## src/common/flash_cmd_consts.vh

```
// constants for the flash command, status and time-out block
`ifndef FLASH_CMD_CONSTS_VH
`define FLASH_CMD_CONSTS_VH

// =====================================================================
// command register fields
`define FCC_VERIFY_BIT 7
`define FCC_FAIL_BIT 5
`define FCC_SEL_HI 7
`define FCC_SEL_LO 5
`define FCC_CMD_HI 4
`define FCC_CMD_LO 0
`define FCC_CMD_RESET 5'h00
`define FCC_SEL_RESET 3'h0

// =====================================================================
// command codes (only two operations are modelled)
`define CMD_BYTE_WRITE 5'h01
`define CMD_PAGE_ERASE 5'h02

// =====================================================================
// flash array operations
`define OP_WRITE 2'h0
`define OP_ERASE 2'h1
`define OP_READ 2'h2

// =====================================================================
// timing: prescale before the tick divider, address range
`define TICK_PRESCALE 256
`define FLASH_SIZE 17'h10000

// write time-out in program ticks per selection code
`define TO_WR_0 14'd55
`define TO_WR_1 14'd60
`define TO_WR_2 14'd65
`define TO_WR_3 14'd69
`define TO_WR_4 14'd75
`define TO_WR_5 14'd80
`define TO_WR_6 14'd85
`define TO_WR_7 14'd89

// erase time-out in program ticks per selection code
`define TO_ER_0 14'd5435
`define TO_ER_1 14'd5953
`define TO_ER_2 14'd6452
`define TO_ER_3 14'd6897
`define TO_ER_4 14'd7408
`define TO_ER_5 14'd7906
`define TO_ER_6 14'd8404
`define TO_ER_7 14'd8889

`endif

```

## src/hw/flash_command_status_timeout.v

```verilog
// flash command register, operation sequencer, verify and time-out
`timescale 1ns/1ps
`include "flash_cmd_consts.vh"

// What this block does
// after each byte write, read back and compare; mismatch clears write_verify_ok
// write_verify_ok returns to 1 when a new programming command starts
// command-failed bit set when the last command did not complete correctly
// reading leaves command-failed alone; only a new command clears it
// out-of-range or protected target address fails the command
// time-out counted in program ticks of clock/256/(divider+1)
// 3-bit selection picks write and erase tick limits from a table
// software should use selection 111 in normal operation
// software should check the result after every command
// CPU is held stalled while a command executes
// reaching the tick limit ends the operation and sets command-failed
// register write loads selection from bits 7:5, code from 4:0, and starts
module flash_command_status_timeout #(
	parameter TICK_PRESCALE = `TICK_PRESCALE
)(
	input wire clk,
	input wire sys_rst,
	input wire reg_wr,
	input wire reg_rd,
	input wire [7:0] reg_wdata,
	output wire [7:0] reg_rdata,
	input wire [7:0] program_tick_divider,
	input wire [16:0] target_addr,
	input wire [7:0] target_data,
	input wire addr_protected,
	output wire cpu_stall,
	output reg fl_req_ff,
	output reg [1:0] fl_op_ff,
	output reg [15:0] fl_addr_ff,
	output reg [7:0] fl_wdata_ff,
	input wire fl_ack,
	input wire [7:0] fl_rdata
);

	localparam ST_IDLE = 2'h0;
	localparam ST_EXEC = 2'h1;
	localparam ST_READ = 2'h2;
	// prescale end point, cut to the width of the prescale counter on purpose
	localparam [31:0] PRE_LAST_W = TICK_PRESCALE - 1;
	localparam [7:0] PRE_LAST = PRE_LAST_W[7:0];

	reg [1:0] state_ff;
	reg [1:0] nxt_state;
	reg [4:0] command_code_ff;
	reg [2:0] timeout_select_ff;
	reg write_verify_ok_ff;
	reg nxt_verify;
	reg fail_ff;
	reg nxt_fail;
	reg [7:0] pre_ff;
	reg [7:0] div_ff;
	reg [13:0] ticks_ff;
	reg [13:0] limit;
	reg nxt_req;
	reg [1:0] nxt_op;
	wire pre_wrap;
	wire program_tick;
	wire is_prog;
	wire bad_addr;
	wire timed_out;

	// =====================================================================
	// register view; reg_rd has no side effect on any flag
	assign reg_rdata = {write_verify_ok_ff, 1'b0, fail_ff, command_code_ff};
	// stall covers the write cycle itself so the CPU never sees a gap
	assign cpu_stall = reg_wr | (state_ff != ST_IDLE);

	assign is_prog = (reg_wdata[`FCC_CMD_HI:`FCC_CMD_LO] == `CMD_BYTE_WRITE) |
		(reg_wdata[`FCC_CMD_HI:`FCC_CMD_LO] == `CMD_PAGE_ERASE);
	assign bad_addr = (target_addr >= `FLASH_SIZE) | addr_protected;

	// =====================================================================
	// program tick: fixed prescale, then the software divider
	assign pre_wrap = (pre_ff == PRE_LAST);
	assign program_tick = pre_wrap & (div_ff == program_tick_divider);

	// tick base restarts with each command so every limit is measured whole
	always @(posedge clk)
	begin
		if (sys_rst | reg_wr)
		begin
			pre_ff <= 8'h00;
			div_ff <= 8'h00;
		end
		else
		begin
			pre_ff <= pre_wrap ? 8'h00 : pre_ff + 8'h01;
			if (pre_wrap)
				div_ff <= program_tick ? 8'h00 : div_ff + 8'h01;
		end
	end

	// =====================================================================
	// time-out limit table, selected by operation and selection code
	always @*
	begin
		limit = `TO_WR_7;
		if (command_code_ff == `CMD_PAGE_ERASE)
		begin
			case (timeout_select_ff)
				3'h0: limit = `TO_ER_0;
				3'h1: limit = `TO_ER_1;
				3'h2: limit = `TO_ER_2;
				3'h3: limit = `TO_ER_3;
				3'h4: limit = `TO_ER_4;
				3'h5: limit = `TO_ER_5;
				3'h6: limit = `TO_ER_6;
				default: limit = `TO_ER_7;
			endcase
		end
		else
		begin
			case (timeout_select_ff)
				3'h0: limit = `TO_WR_0;
				3'h1: limit = `TO_WR_1;
				3'h2: limit = `TO_WR_2;
				3'h3: limit = `TO_WR_3;
				3'h4: limit = `TO_WR_4;
				3'h5: limit = `TO_WR_5;
				3'h6: limit = `TO_WR_6;
				default: limit = `TO_WR_7;
			endcase
		end
	end

	assign timed_out = (ticks_ff >= limit);

	// tick count, cleared at each command start
	always @(posedge clk)
	begin
		if (sys_rst | reg_wr)
			ticks_ff <= 14'h0000;
		else if ((state_ff != ST_IDLE) & program_tick & ~timed_out)
			ticks_ff <= ticks_ff + 14'h0001;
	end

	// =====================================================================
	// sequencer: start, run, optional read-back, finish
	always @*
	begin
		nxt_state = state_ff;
		nxt_verify = write_verify_ok_ff;
		nxt_fail = fail_ff;
		nxt_req = 1'b0;
		nxt_op = fl_op_ff;
		case (state_ff)
			ST_IDLE:
			begin
				if (reg_wr)
				begin
					nxt_fail = 1'b0;
					if (is_prog)
					begin
						nxt_verify = 1'b1;
						if (bad_addr)
							nxt_fail = 1'b1;
						else
						begin
							nxt_state = ST_EXEC;
							nxt_req = 1'b1;
							nxt_op = (reg_wdata[`FCC_CMD_HI:`FCC_CMD_LO] == `CMD_PAGE_ERASE) ?
								`OP_ERASE : `OP_WRITE;
						end
					end
				end
			end
			ST_EXEC:
			begin
				if (fl_ack & (fl_op_ff == `OP_WRITE))
				begin
					nxt_state = ST_READ;
					nxt_req = 1'b1;
					nxt_op = `OP_READ;
				end
				else if (fl_ack)
					nxt_state = ST_IDLE;
				else if (timed_out)
				begin
					nxt_state = ST_IDLE;
					nxt_fail = 1'b1;
				end
			end
			ST_READ:
			begin
				if (fl_ack)
				begin
					nxt_state = ST_IDLE;
					if (fl_rdata != fl_wdata_ff)
					begin
						nxt_verify = 1'b0;
						nxt_fail = 1'b1;
					end
				end
				else if (timed_out)
				begin
					nxt_state = ST_IDLE;
					nxt_fail = 1'b1;
				end
			end
			default:
				nxt_state = ST_IDLE;
		endcase
	end

	// state and status flags; only reset or a command write can clear fail
	always @(posedge clk)
	begin
		if (sys_rst)
		begin
			state_ff <= ST_IDLE;
			write_verify_ok_ff <= 1'b1;
			fail_ff <= 1'b0;
			fl_req_ff <= 1'b0;
			fl_op_ff <= `OP_WRITE;
		end
		else
		begin
			state_ff <= nxt_state;
			write_verify_ok_ff <= nxt_verify;
			fail_ff <= nxt_fail;
			fl_req_ff <= nxt_req;
			fl_op_ff <= nxt_op;
		end
	end

	// command fields and captured address/data, loaded on each command write
	always @(posedge clk)
	begin
		if (sys_rst)
		begin
			command_code_ff <= `FCC_CMD_RESET;
			timeout_select_ff <= `FCC_SEL_RESET;
			fl_addr_ff <= 16'h0000;
			fl_wdata_ff <= 8'h00;
		end
		else if (reg_wr & (state_ff == ST_IDLE))
		begin
			command_code_ff <= reg_wdata[`FCC_CMD_HI:`FCC_CMD_LO];
			timeout_select_ff <= reg_wdata[`FCC_SEL_HI:`FCC_SEL_LO];
			fl_addr_ff <= target_addr[15:0];
			fl_wdata_ff <= target_data;
		end
	end

endmodule

```

## config.mk

```make
export PLATFORM = sky130hd
export DESIGN_NAME = flash_command_status_timeout
export DESIGN_NICKNAME = d
export VERILOG_FILES = /design/src/hw/flash_command_status_timeout.v
export VERILOG_INCLUDE_DIRS = /design/src /design/src/common
export SDC_FILE = /design/constraint.sdc
export NUM_CORES = 1
export LEC_CHECK = 0
export BUFFER_PORTS_ARGS = -buffer_cell sky130_fd_sc_hd__buf_2
export CAP_MARGIN = 0
export CELL_PAD_IN_SITES_DETAIL_PLACEMENT = 0
export CELL_PAD_IN_SITES_GLOBAL_PLACEMENT = 1
export CORE_ASPECT_RATIO = 0.7
export CORE_MARGIN = 4
export CORE_UTILIZATION = 36
export CTS_CLUSTER_DIAMETER = 40
export DETAILED_ROUTE_END_ITERATION = 12
export PLACE_DENSITY = 0.78
export RECOVER_POWER = 25
export SYNTH_ARGS = -nofsm -noshare
export SYNTH_HDL_FRONTEND = slang
export SYNTH_SLANG_ARGS = --single-unit
```

## constraint.sdc

```tcl
create_clock -name clk -period 7.2 [get_ports clk]
set_input_delay 0.72 -clock clk [delete_from_list [all_inputs] [get_ports clk]]
set_output_delay 0.72 -clock clk [all_outputs]
set_load 0.02 [all_outputs]
```

Word level (Yosys, flattened, before mapping)

Cells that the tools add are included.

Order comparisons: 2
Reduce and logical (&&, ||, !) cells: 12
Add/sub/neg operators: 3
Muxes and demuxes: 36
Equality and inequality tests: 23
Bitwise gates (word level): 10

Operators with widths:

| kind                                          | number |
|---|---|
| case mux 14 bit (7 select lines)              | 1 |
| case mux 7 bit (7 select lines)               | 1 |
| 2-to-1 mux 2 bit                              | 10 |
| >= comparator 17 bit, second input constant   | 1 |
| 2-to-1 mux 1 bit                              | 17 |
| adder 8 x 1 -> 8 bit, second input constant   | 2 |
| != test 2 bit, second input constant          | 8 |
| AND reduction 5 bit                           | 3 |
| adder 14 x 1 -> 14 bit, second input constant | 1 |
| >= comparator 14 bit                          | 1 |
| 2-to-1 mux 14 bit                             | 1 |
| == test 5 x 2 -> 1 bit, second input constant | 2 |
| == test 3 bit, second input constant          | 3 |
| == test 8 bit                                 | 1 |
| == test 8 bit, second input constant          | 1 |
| 2-to-1 mux 8 bit                              | 1 |
| != test 8 bit                                 | 1 |
| == test 3 x 2 -> 1 bit, second input constant | 2 |
| case mux 2 bit (3 select lines)               | 1 |
| nonzero test 2 bit                            | 3 |
| AND 1 bit                                     | 5 |
| == test 5 x 1 -> 1 bit, second input constant | 1 |
| logical NOT 2 bit                             | 2 |
| OR 1 bit                                      | 4 |
| 12 further kinds                              | 13 |

Output and inout port bits: 36
Flip-flop bits (word level): 69
Input bits: 55

Logic depth before layout (Yosys ltp)

Gate-level depths: netlist of the first run.

Depth in word-level cells: 8
Depth in mapped cells: 12
Mapped depth without buffers: 11

Worst setup path after synthesis of the first run

No wires, ideal clock.

Kind: reg-to-reg
From: reg command_code_ff[2]
To: reg ticks_ff[13]
Cell stages (with the launch flop): 12
Setup time: 0.072 ns
Path slack: 3.987 ns
Path buffers: 1
Period minus slack after synthesis: 3.213 ns
Data required time: 7.128 ns
Arrival: 3.141 ns
Path through: dfxtp_1 -> nand2b_1 -> nor4_2 -> clkbuf_1 -> nand2_1 -> a221o_1 -> ha_1 -> a21oi_1 -> o221ai_1 -> a21o_1 -> a2111oi_1 -> mux2i_1

Longest elaborated chain between the ends: 5

Ends and longest elaborated chain:

| element                          | line                               | RTL |
|---|---|---|
| from (decl)                      | flash_command_status_timeout.v:49  | `reg [4:0] command_code_ff;` |
| from (signal assigned)           | flash_command_status_timeout.v:236 | `` command_code_ff <= `FCC_CMD_RESET; `` |
| from (signal assigned)           | flash_command_status_timeout.v:243 | `` command_code_ff <= reg_wdata[`FCC_CMD_HI:`FCC_CMD_LO]; `` |
| == test 5 x 2 -> 1 bit (no line) | n/a                                |  |
| 2-to-1 mux 14 bit                | flash_command_status_timeout.v:103 | `` if (command_code_ff == `CMD_PAGE_ERASE) `` |
| >= comparator 14 bit             | flash_command_status_timeout.v:131 | `assign timed_out = (ticks_ff >= limit);` |
| NOT 1 bit                        | flash_command_status_timeout.v:138 | `else if ((state_ff != ST_IDLE) & program_tick & ~timed_out)` |
| AND 1 bit                        | flash_command_status_timeout.v:138 |  |
| to (signal assigned)             | flash_command_status_timeout.v:139 | `ticks_ff <= ticks_ff + 14'h0001;` |
| to (decl)                        | flash_command_status_timeout.v:57  | `reg [13:0] ticks_ff;` |

Every way passes these cells.
A chain may end at the register's enable or synchronous reset.

Worst setup path in the final report of the first run

Same ends and word-level chain as after synthesis.

==> results of run 1 <==
how the worst min path moves through the flow:
stage,slack [ns],depth (start not counted),startpoint,to
global placement,0.43,1,pre_ff[0],pre_ff[0]
global route,0.48,2,fl_addr_ff[7],fl_addr_ff[7]
finish,0.45,1,pre_ff[0],pre_ff[0]
CTS,0.46,1,pre_ff[0],pre_ff[0]
floorplan,0.41,1,pre_ff[0],pre_ff[0]
detailed placement,0.45,1,pre_ff[0],pre_ff[0]
power by group through the flow:
stage | Combinational, W | Sequential (W) | Clock [W]
detailed placement | 0.000174 | 0.000421 | 0
global placement | 0.000172 | 0.000420 | 0
CTS | 0.000175 | 0.000413 | 0.000462
global route | 0.000191 | 0.000415 | 0.000478
finish | 0.000172 | 0.000413 | 0.000451
floorplan | 0.000105 | 0.000432 | 0
logic make-up after synthesis:
logic type | count (synthesis) | synth area share
simple gates | 225 | 0.278
compound gates | 90 | 0.154
flops | 69 | 0.348
buf+inv | 37 | 0.0438
xor+xnor | 33 | 0.0728
fa+ha+maj | 21 | 0.0662
mux | 14 | 0.0356
other cells | 1 | 0.000945
stage by stage:
step	util	cells	setup WS [ns]	area, sq um	hold slack [ns]
CTS	0.451	714	3.29	4760	0.456
finish	0.448	714	3.26	4730	0.451
global route	0.448	714	2.76	4730	0.476
global placement	0.423	698	3.38	4460	0.427
detailed placement	0.423	698	3.32	4460	0.448
floorplan	-	490	3.99	3970	0.413
cell usage after synthesis, drive strengths merged, types with 7 or more instances:
| master | count | area [sq um] |
|---|---|---|
| a2111oi | 10 | 158 |
| a21oi | 54 | 270 |
| and3 | 10 | 63.8 |
| buf | 7 | 61.3 |
| clkbuf | 22 | 82.6 |
| dfxtp | 69 | 1380 |
| ha | 21 | 263 |
| inv | 8 | 30.0 |
| mux2i | 13 | 130 |
| nand2 | 101 | 379 |
| nand3 | 16 | 85.1 |
| nand4 | 17 | 106 |
| nor2 | 31 | 124 |
| nor3 | 9 | 45.0 |
| nor4 | 9 | 92.6 |
| o21ai | 8 | 40.0 |
| or3 | 18 | 113 |
| xnor2 | 17 | 149 |
| xor2 | 16 | 140 |
routing by layer:
metal / vias up / track usage / wire, um
met4: 0 / 0.0539 / 111
met5: - / 0 / 0
met2: 76 / 0.243 / 4540
met1: 1680 / 0.227 / 5160
met3: 8 / 0.0502 / 578
li1: 1882 / - / -
sequential cells by signal, summed over array words and instances (netlist names):
| register | flops |
|---|---|
| command_code_ff | 5 |
| div_ff | 8 |
| fail_ff | 1 |
| fl_addr_ff | 16 |
| fl_op_ff | 2 |
| fl_req_ff | 1 |
| fl_wdata_ff | 8 |
| pre_ff | 8 |
| state_ff | 2 |
| ticks_ff | 14 |
| timeout_select_ff | 3 |
| write_verify_ok_ff | 1 |
final cells by class:
cell class	count	area [sq um]	share of cell area
multi-input combinational	384	2410	0.511
sequential	69	1380	0.292
timing repair buffer	89	415	0.0879
clock buffer	11	243	0.0514
tap	148	185	0.0392
clock inverter	5	58.8	0.0124
inverter	8	30.0	0.00635
==> qor.yml, run 1 <==
status: "finished clean"
cpMaxStageDelayCell: "nor4_2"
r2r-end: "ticks_ff[13]"
first_pass_iters: 7
root_buffer: "clkbuf_16"
p_switching_w: 0.000302
grtUsageTotal: 0.164
grt_max_degree: 55
leakagePower_nw: 1.81
period_share: 0.547
clkTransAtPathRegs_ns: 0.06
fin_setup_tns_ns: 0
yosysUniqueCellTypes: 50
portBuffers: 88
ys_seq_area_frac: 0.348
drc: 0
ys_async_sr_fraction: 0
fin_skew_ns: 0.0116
max_freq_ghz: 0.254
antenna_found_initial: 0
layout_commonest_cell: "nand2_1"
cp-endpoint: "ticks_ff[13]"
total_power_w: 0.00104
antennaDiodeCount: 0
postCtsHoldBufs: 0
rsz0062_at_grt: "false"
synth_enable_flop_cells: 0
area_growth_pct: 19.1
cp_top_family: "compound AO/OA/AOI/OAI gates"
drive_gt1_frac: 0.171
io_pins: 91
fill_cells: 1100
worstPathMaxFanout: 15
cpPeakStageDelay_ns: 0.80
clk-insertion-delay-late_ns: 0.33
critical_path_arrival_ns: 4.19
first_global_vias: 3372
finalSetupViolations: 0
min_path_type: "reg2reg"
antenna_left: 0
routed_wl_um: 10400
cap_violations: 0
peakVddDrop_v: 0.000115
synthFlopType: "dfxtp_1"
final_max_slew_viol_count: 0
critPathCaptureType: "register"
post_cts_buffers: 0
dieHeight_um: 95.8
clockBufferDepth: 2
syn-num-nets: 566
start_util: 0.376
overflow: 0
worstPathCellList: "nand2b_1, nor4_2, nand2_1, nor3_1, a221o_1, ha_1, a21oi_1, o221ai_1, a21o_1, a2111oi_1, mux2i_1"
critPathBufInv: 0
grt_pass1_wl_um: 16800
clockPowerShare: 0.435
vias_per_cell: 5.11
netlist_area_sq_um: 3970
htreeDepth: 3
via_count: 3646
drtIter0Drc: 287
reg2reg_slack_ns: 3.26
coreArea_sq_um: 10600
wl_per_cell_um: 14.6
die_area_sq_um: 12800
maxSlewHeadroom: 0.241
syn_avg_cell_area_sq_um: 8.10
cp.depth: 11
dp.final_hpwl_um: 7590
hold_violations: 0
clock-sinks: 69
r2r_start: "command_code_ff[2]"
worstMarginPinSlew_ns: 1.14
cts_resized: 0
power-per-cell-area_nw_per_um2: 219
seqPwrFrac: 0.398
gp_congestion: 0.846
mostFrequentLayoutCells: "nand2_1, dfxtp_1, buf_2"
cts_buffers: 9
crit_start: "command_code_ff[2]"
path_class: "reg2reg"
fin_crit_ns: 3.94
swShare: 0.291
reg2reg_depth: 11
yosysWarningCount: 0
fin_nets: 637
cts_tree: "yes"
startpoint_type: "register"
p_int_w: 0.000735
p_comb_frac: 0.166
rows: 31
ys_ff_latch: 69
synthCells: 490
dieWidth_um: 133
crit_required_ns: 7.46
Note: power is estimated with default switching activity, not from simulation.
==> run 2, diff against run 1 <==
- ABC_AREA: default -> 1
- CORE_UTILIZATION: 36 -> 34
- PLACE_DENSITY: 0.78 -> 0.8
- clock period: 7.2 -> 3.3 ns (I/O delays scaled with it)
==> qor.yml, run 2 <==
cts_tree: "yes"  # unchanged
htreeDepth: 3  # unchanged
critPathCaptureType: "register"  # unchanged
finalWorstSetupSlack_ns: 0.441  # was 3.26 ns
clkTransAtPathRegs_ns: 0.06  # about the same
fin_skew_ns: 0.00820  # was 0.0116 ns
final_core_util: 0.431  # was 0.448
routed_wl_um: 10300  # was 10400 um
worstPathCellList: "nor3_1, nand3_1, inv_2, nand2_1, nand2_1, o21ai_0, o21ai_0, ha_1, nand2_1, nor2_1, nand2_1, nand3_1, nand2_1, nand3_2, inv_2, nand2_2, nand2_1, a21oi_1"  # was nand2b_1, nor4_2, nand2_1, nor3_1, a221o_1, ha_1, a21oi_1, o221ai_1, a21o_1, a2111oi_1, mux2i_1
synth_enable_flop_cells: 0  # unchanged
grt_max_degree: 42  # was 55
finalNonFillerCells: 839  # was 714
hold_violations: 0  # unchanged
final-seq-area_sq_um: 1380  # unchanged
dieWidth_um: 137  # was 133 um
coreArea_sq_um: 11200  # was 10600 sq um
maxSlewHeadroom: 0.462  # was 0.241
finalSetupViolations: 0  # unchanged
min_path_type: "in2reg"  # was reg2reg
leakagePower_nw: 2.10  # was 1.81 nW
drive_gt1_frac: 0.147  # was 0.171
area_growth_pct: 21.3  # was 19.1%
antenna_left: 0  # unchanged
start_util: 0.355  # was 0.376
netlist_area_sq_um: 3980  # was 3970 sq um
largest_register: "fl_addr_ff"  # unchanged
dp.final_hpwl_um: 7990  # was 7590 um
p_comb_frac: 0.145  # was 0.166
p_int_w: 0.00166  # was 0.000735 W
rsz0062_at_grt: "false"  # unchanged
yosysTopAreaCellShare: 0.347  # was 0.348
root_buffer: "clkbuf_16"  # unchanged
swShare: 0.270  # was 0.291
wl_per_cell_um: 12.2  # was 14.6 um
ys_top_cells_by_area: "dfxtp_1, nand2_1, nor2_1"  # was dfxtp_1, nand2_1, a21oi_1
cts_buffers: 9  # unchanged
synth_common_cells: "nand2_1, nor2_1, dfxtp_1"  # was nand2_1, dfxtp_1, a21oi_1
crit_required_ns: 3.50  # was 7.46 ns
syn_avg_cell_area_sq_um: 6.65  # was 8.10 sq um
peakVddDrop_v: 0.000245  # was 0.000115 V
antenna_found_initial: 0  # unchanged
clockPowerShare: 0.461  # was 0.435
worstMarginPinSlew_ns: 0.806  # was 1.14 ns
drtIter0Drc: 231  # was 287
drc: 0  # unchanged
gp_congestion: 0.862  # was 0.846
grtUsageTotal: 0.157  # was 0.164
dieHeight_um: 98.6  # was 95.8 um
dpl.cell_count: 823  # was 698
seqPwrFrac: 0.394  # was 0.398
ys_seq_area_frac: 0.347  # was 0.348
vias_per_cell: 4.65  # was 5.11
fin_crit_ns: 2.86  # was 3.94 ns
critPathBufInv: 2  # was 0
period_share: 0.866  # was 0.547
holdPathStages: 3  # was 1
antennaDiodeCount: 0  # unchanged
first_global_vias: 3695  # was 3372
final_max_slew_viol_count: 0  # unchanged
worstPathMaxFanout: 12  # was 15
worst_hold_slack_ns: 0.244  # was 0.451 ns
synthFlopType: "dfxtp_1"  # unchanged
overflow: 0  # unchanged
yosysUniqueCellTypes: 35  # was 50
fin_nets: 757  # was 637
postCtsHoldBufs: 0  # unchanged
status: "finished clean"  # unchanged
synth_most_common_cell: "nand2_1"  # unchanged
yosysWarningCount: 0  # unchanged
startpoint_type: "register"  # unchanged
reg2reg_depth: 18  # was 11
cpPeakStageDelay_ns: 0.32  # was 0.80 ns
mostFrequentLayoutCells: "nand2_1, nor2_1, dfxtp_1"  # was nand2_1, dfxtp_1, buf_2
layout_commonest_cell: "nand2_1"  # unchanged
ys_async_sr_fraction: 0  # unchanged
fin_setup_tns_ns: 0  # unchanged
crit_top_cell: "nand2_1"
rows: 32  # was 31
p_switching_w: 0.000615  # was 0.000302 W
cpMaxStageDelayCell: "dfxtp_1"  # was nor4_2
critical_path_arrival_ns: 3.05  # was 4.19 ns
cp_top_family: "simple AND/OR/NAND/NOR gates"  # was compound AO/OA/AOI/OAI gates
largest_reg_flops: 16  # unchanged
clk-insertion-delay-late_ns: 0.33  # about the same
cap_violations: 0  # unchanged
dp_slack_ns: 0.334  # was 3.32 ns
clock-sinks: 69  # unchanged
synth_top_area_cell: "dfxtp_1"  # unchanged
max_freq_ghz: 0.350  # was 0.254 GHz
portBuffers: 88  # unchanged
fill_cells: 1182  # was 1100
io_pins: 91  # unchanged
cp.depth: 18  # was 11
die_area_sq_um: 13500  # was 12800 sq um
path_class: "reg2reg"  # unchanged
ys_ff_latch: 69  # unchanged
clockBufferDepth: 2  # unchanged
first_pass_iters: 5  # was 7
multi_input_area_sq_um: 2240  # was 2410 sq um
power-per-cell-area_nw_per_um2: 472  # was 219 nW/um^2
syn-num-nets: 675  # was 566
via_count: 3898  # was 3646
grt_pass1_wl_um: 17300  # was 16800 um
synthCells: 599  # was 490
reg_top3: "fl_addr_ff (16), ticks_ff (14)"  # unchanged
[run 2: cell types whose count changed after synthesis, sizes merged, moves of 12 or more]
cell / change
nor2: +78
o21ai: +36
or3: -17
nand3: +25
mux2i: -13
inv: +62
a21oi: -12
nand2: +30
[run 2: what timing repair did]
| action | 4_1_cts | 5_1_grt |
|---|---|---|
| endpoints found under the setup margin | 0 | 11 |
| resized for setup | 0 | 1 |
| endpoints found under the hold margin | 0 | 0 |
| buffers inserted | 0 | 0 |
[run 2: cell families after synthesis]
logic type                 count (synthesis)  synth area share
AOI/OAI and AO/OA                         90             0.115
and+or+nand+nor                          306             0.334
other                                      1          0.000942
adders and majority gates                 21            0.0660
xor gates and xnor gates                  21            0.0462
DFF                                       69             0.347
buffers and inverters                     91            0.0914
[run 2: path summary, 6_finish.rpt]
check / startpoint / to / slack (ns)
setup / recovery: command_code_ff[2] / ticks_ff[6] / 0.44
hold / removal: target_addr[7] / fl_addr_ff[7] / 0.24
setup reg to reg: command_code_ff[2] / ticks_ff[6] / 0.44
hold reg to reg: pre_ff[0] / pre_ff[0] / 0.44
[run 2: tightest hold or removal path: cells and delay by family]
family	cells	cell delay [ns]
AO/OA/AOI/OAI	1	0.07
AND/OR/NAND/NOR	1	0.07
buffers and inverters	1	0.07
[run 2: power by group through the flow]
stage | logic [W] | registers (W) | clock network, W
floorplan | 0.000197 | 0.000945 | 0
global placement | 0.000334 | 0.000913 | 0
detailed placement | 0.000339 | 0.000915 | 0
CTS | 0.000340 | 0.000897 | 0.00107
global route | 0.000379 | 0.000902 | 0.00111
finish | 0.000331 | 0.000898 | 0.00105
[run 2: stage by stage]
stage / area, sq um / total power (W)
6_report: 4830 / 0.00228
4_1_cts: 4860 / 0.00231
2_1_floorplan: 3980 / 0.00114
5_1_grt: 4830 / 0.00239
3_3_place_gp: 4540 / 0.00125
3_5_place_dp: 4540 / 0.00125
[run 2: layout make-up]
class / instances / share of cell area
Clock buffer: 10 / 0.0495
Clock inverter: 6 / 0.0179
Inverter: 72 / 0.0562
Multi-Input combinational cell: 439 / 0.463
Sequential cell: 69 / 0.286
Tap cell: 153 / 0.0396
Timing Repair Buffer: 90 / 0.0876
[run 2: routing by layer]
metal,global-route usage,share of wire
met3,0.0505,0.073
met1,0.225,0.51
met4,0.0422,0.0095
met5,0,0
met2,0.227,0.41
==> run 3, diff against run 2 <==
- ABC_AREA: 1 -> default
- CORE_UTILIZATION: 34 -> 36
- PLACE_DENSITY: 0.8 -> 0.81
==> qor.yml, run 3 (synthesis gave the netlist of run 1 again) <==
cap_violations: 1  # was 0
clkTransAtPathRegs_ns: 0.06  # about the same
clk-insertion-delay-late_ns: 0.33  # about the same
worstPathMaxFanout: 4  # was 12
fill_cells: 1075  # was 1182
area_growth_pct: 20.6  # was 21.3%
critical_path_arrival_ns: 3.36  # was 3.05 ns
io_pins: 91  # unchanged
dp.final_hpwl_um: 7680  # was 7990 um
crit_start: "command_code_ff[2]"  # unchanged
die_area_sq_um: 12800  # was 13500 sq um
r2r-end: "ticks_ff[5]"  # was ticks_ff[6]
cp_top_family: "compound AO/OA/AOI/OAI gates"  # was simple AND/OR/NAND/NOR gates
finalSetupViolations: 0  # unchanged
vias_per_cell: 5.11  # was 4.65
power-per-cell-area_nw_per_um2: 471  # was 472 nW/um^2
critPathBufInv: 1  # was 2
maxSlewHeadroom: -0.565  # was 0.462
hold_violations: 0  # unchanged
reg2reg_slack_ns: 0.19  # was 0.44 ns
leakagePower_nw: 1.86  # was 2.10 nW
period_share: 0.943  # was 0.866
fin_skew_ns: 0.00665  # was 0.00820 ns
worstMarginPinSlew_ns: 2.35  # was 0.806 ns
clock-sinks: 69  # unchanged
cp.depth: 10  # was 18
cts_resized: 0  # unchanged
cpPeakStageDelay_ns: 0.46  # was 0.32 ns
largest_reg_flops: 16  # unchanged
max_freq_ghz: 0.321  # was 0.350 GHz
dieWidth_um: 133  # was 137 um
htreeDepth: 3  # unchanged
multi_input_area_sq_um: 2410  # was 2240 sq um
coreArea_sq_um: 10600  # was 11200 sq um
cpMaxStageDelayCell: "or4_1"  # was dfxtp_1
path_class: "reg2reg"  # unchanged
rows: 31  # was 32
post_cts_buffers: 0  # unchanged
clockBufferDepth: 2  # unchanged
fin_crit_ns: 3.11  # was 2.86 ns
worstPathCellList: "nand2b_1, or4_1, a221o_1, ha_1, nand4_1, o221ai_1, a21o_1, buf_4, a2111oi_2, mux2i_1"  # was nor3_1, nand3_1, inv_2, nand2_1, nand2_1, o21ai_0, o21ai_0, ha_1, nand2_1, nor2_1, nand2_1, nand3_1, nand2_1, nand3_2, inv_2, nand2_2, nand2_1, a21oi_1
fin_nets: 645  # was 757
largest_register: "fl_addr_ff"  # unchanged
cts_buffers: 9  # unchanged
crit_required_ns: 3.55  # was 3.50 ns
fin_setup_tns_ns: 0  # unchanged
overflow: 0  # unchanged
postCtsHoldBufs: 0  # unchanged
antenna_found_initial: 0  # unchanged
min_path_type: "in2reg"  # unchanged
reg_top3: "fl_addr_ff (16), ticks_ff (14)"  # unchanged
drive_gt1_frac: 0.185  # was 0.147
routed_wl_um: 10200  # was 10300 um
antenna_left: 0  # unchanged
critPathCaptureType: "register"  # unchanged
grt_max_degree: 54  # was 42
final_max_slew_viol_count: 54  # was 0
startpoint_type: "register"  # unchanged
total_power_w: 0.00225  # was 0.00228 W
grtUsageTotal: 0.158  # was 0.157
peakVddDrop_v: 0.000290  # was 0.000245 V
antennaDiodeCount: 0  # unchanged
post_dp_cell_area_sq_um: 4520  # was 4540 sq um
hp-start: "target_addr[2]"  # was target_addr[7]
grt_pass1_wl_um: 16400  # was 17300 um
via_count: 3691  # was 3898
first_global_vias: 3387  # was 3695
cp-endpoint: "ticks_ff[5]"  # was ticks_ff[6]
r2r_start: "command_code_ff[2]"  # unchanged
drc: 0  # unchanged
layout_commonest_cell: "nand2_1"  # unchanged
start_util: 0.376  # was 0.355
final-seq-area_sq_um: 1380  # unchanged
reg2reg_depth: 10  # was 18
fin_area_sq_um: 4790  # was 4830 sq um
status: "finished, violations left"  # was finished clean
dieHeight_um: 95.8  # was 98.6 um
worst_hold_slack_ns: 0.230  # was 0.244 ns
wl_per_cell_um: 14.2  # was 12.2 um
portBuffers: 88  # unchanged
drtIter0Drc: 281  # was 231
root_buffer: "clkbuf_16"  # unchanged
violations: "max-capacitance violations, max-slew violations"
first_pass_iters: 5  # unchanged
mostFrequentLayoutCells: "nand2_1, dfxtp_1, buf_2"  # was nand2_1, nor2_1, dfxtp_1
cts_tree: "yes"  # unchanged
gp_congestion: 0.853  # was 0.862
rsz0062_at_grt: "false"  # unchanged
## run 3: cell count changes in the layout (fill, tap and decap cells not counted), sizes merged, moves of 10 or more
| cell | delta |
|---|---|
| nor2 | -78 |
| and3 | +10 |
| inv | -62 |
| a2111oi | +10 |
| mux2i | +13 |
| o21ai | -36 |
| nand3 | -25 |
| or3 | +17 |
| a21oi | +12 |
| nand2 | -30 |
## run 3: cell type report
cell class              count  area share
multi-input cells         384       0.504
flip-flops and latches     69       0.288
repair buffers             97      0.0993
clock buffers              11      0.0507
well taps                 148      0.0387
clock inverters             5      0.0125
inverters                   8     0.00627
## run 3: worst min-delay path by stage
| stage | end | slack [ns] | depth (start not counted) |
|---|---|---|---|
| 5_1_grt | fl_wdata_ff[5] | 0.23 | 3 |
| 4_1_cts | fl_addr_ff[2] | 0.22 | 3 |
| 3_5_place_dp | pre_ff[0] | 0.44 | 1 |
| 2_1_floorplan | pre_ff[0] | 0.41 | 1 |
| 6_report | fl_addr_ff[2] | 0.23 | 3 |
| 3_3_place_gp | pre_ff[0] | 0.42 | 1 |
## run 3: tightest hold or removal path, cell delays in order
cell and delay, ns:
buf_2 0.09, nand2_1 0.04, a21oi_1 0.05
## run 3: layer usage
| metal | up-vias | GRT usage | wire length [um] |
|---|---|---|---|
| li1 | 1893 | - | - |
| met1 | 1711 | 0.221 | 4960 |
| met2 | 77 | 0.236 | 4560 |
| met3 | 10 | 0.0444 | 566 |
| met4 | 0 | 0.0471 | 135 |
| met5 | - | 0 | 0 |
## run 3: through the flow
| step | instances | worst slack [ns] | utilization |
|---|---|---|---|
| final | 722 | 0.189 | 0.454 |
| after CTS | 722 | 0.184 | 0.457 |
| after floorplan | 490 | 0.0875 | - |
| after global routing | 722 | 0.00697 | 0.454 |
| after detailed placement | 706 | 0.208 | 0.428 |
| after global placement | 706 | 0.275 | 0.428 |
## run 3: power breakdown
| part | leakage (nW) | switching [W] | internal, W |
|---|---|---|---|
| Combinational | 1.15 | 0.000247 | 0.000134 |
| Sequential | 0.562 | 0.0000323 | 0.000869 |
| Clock | 0.146 | 0.000364 | 0.000607 |
| Total | 1.86 | 0.000643 | 0.00161 |
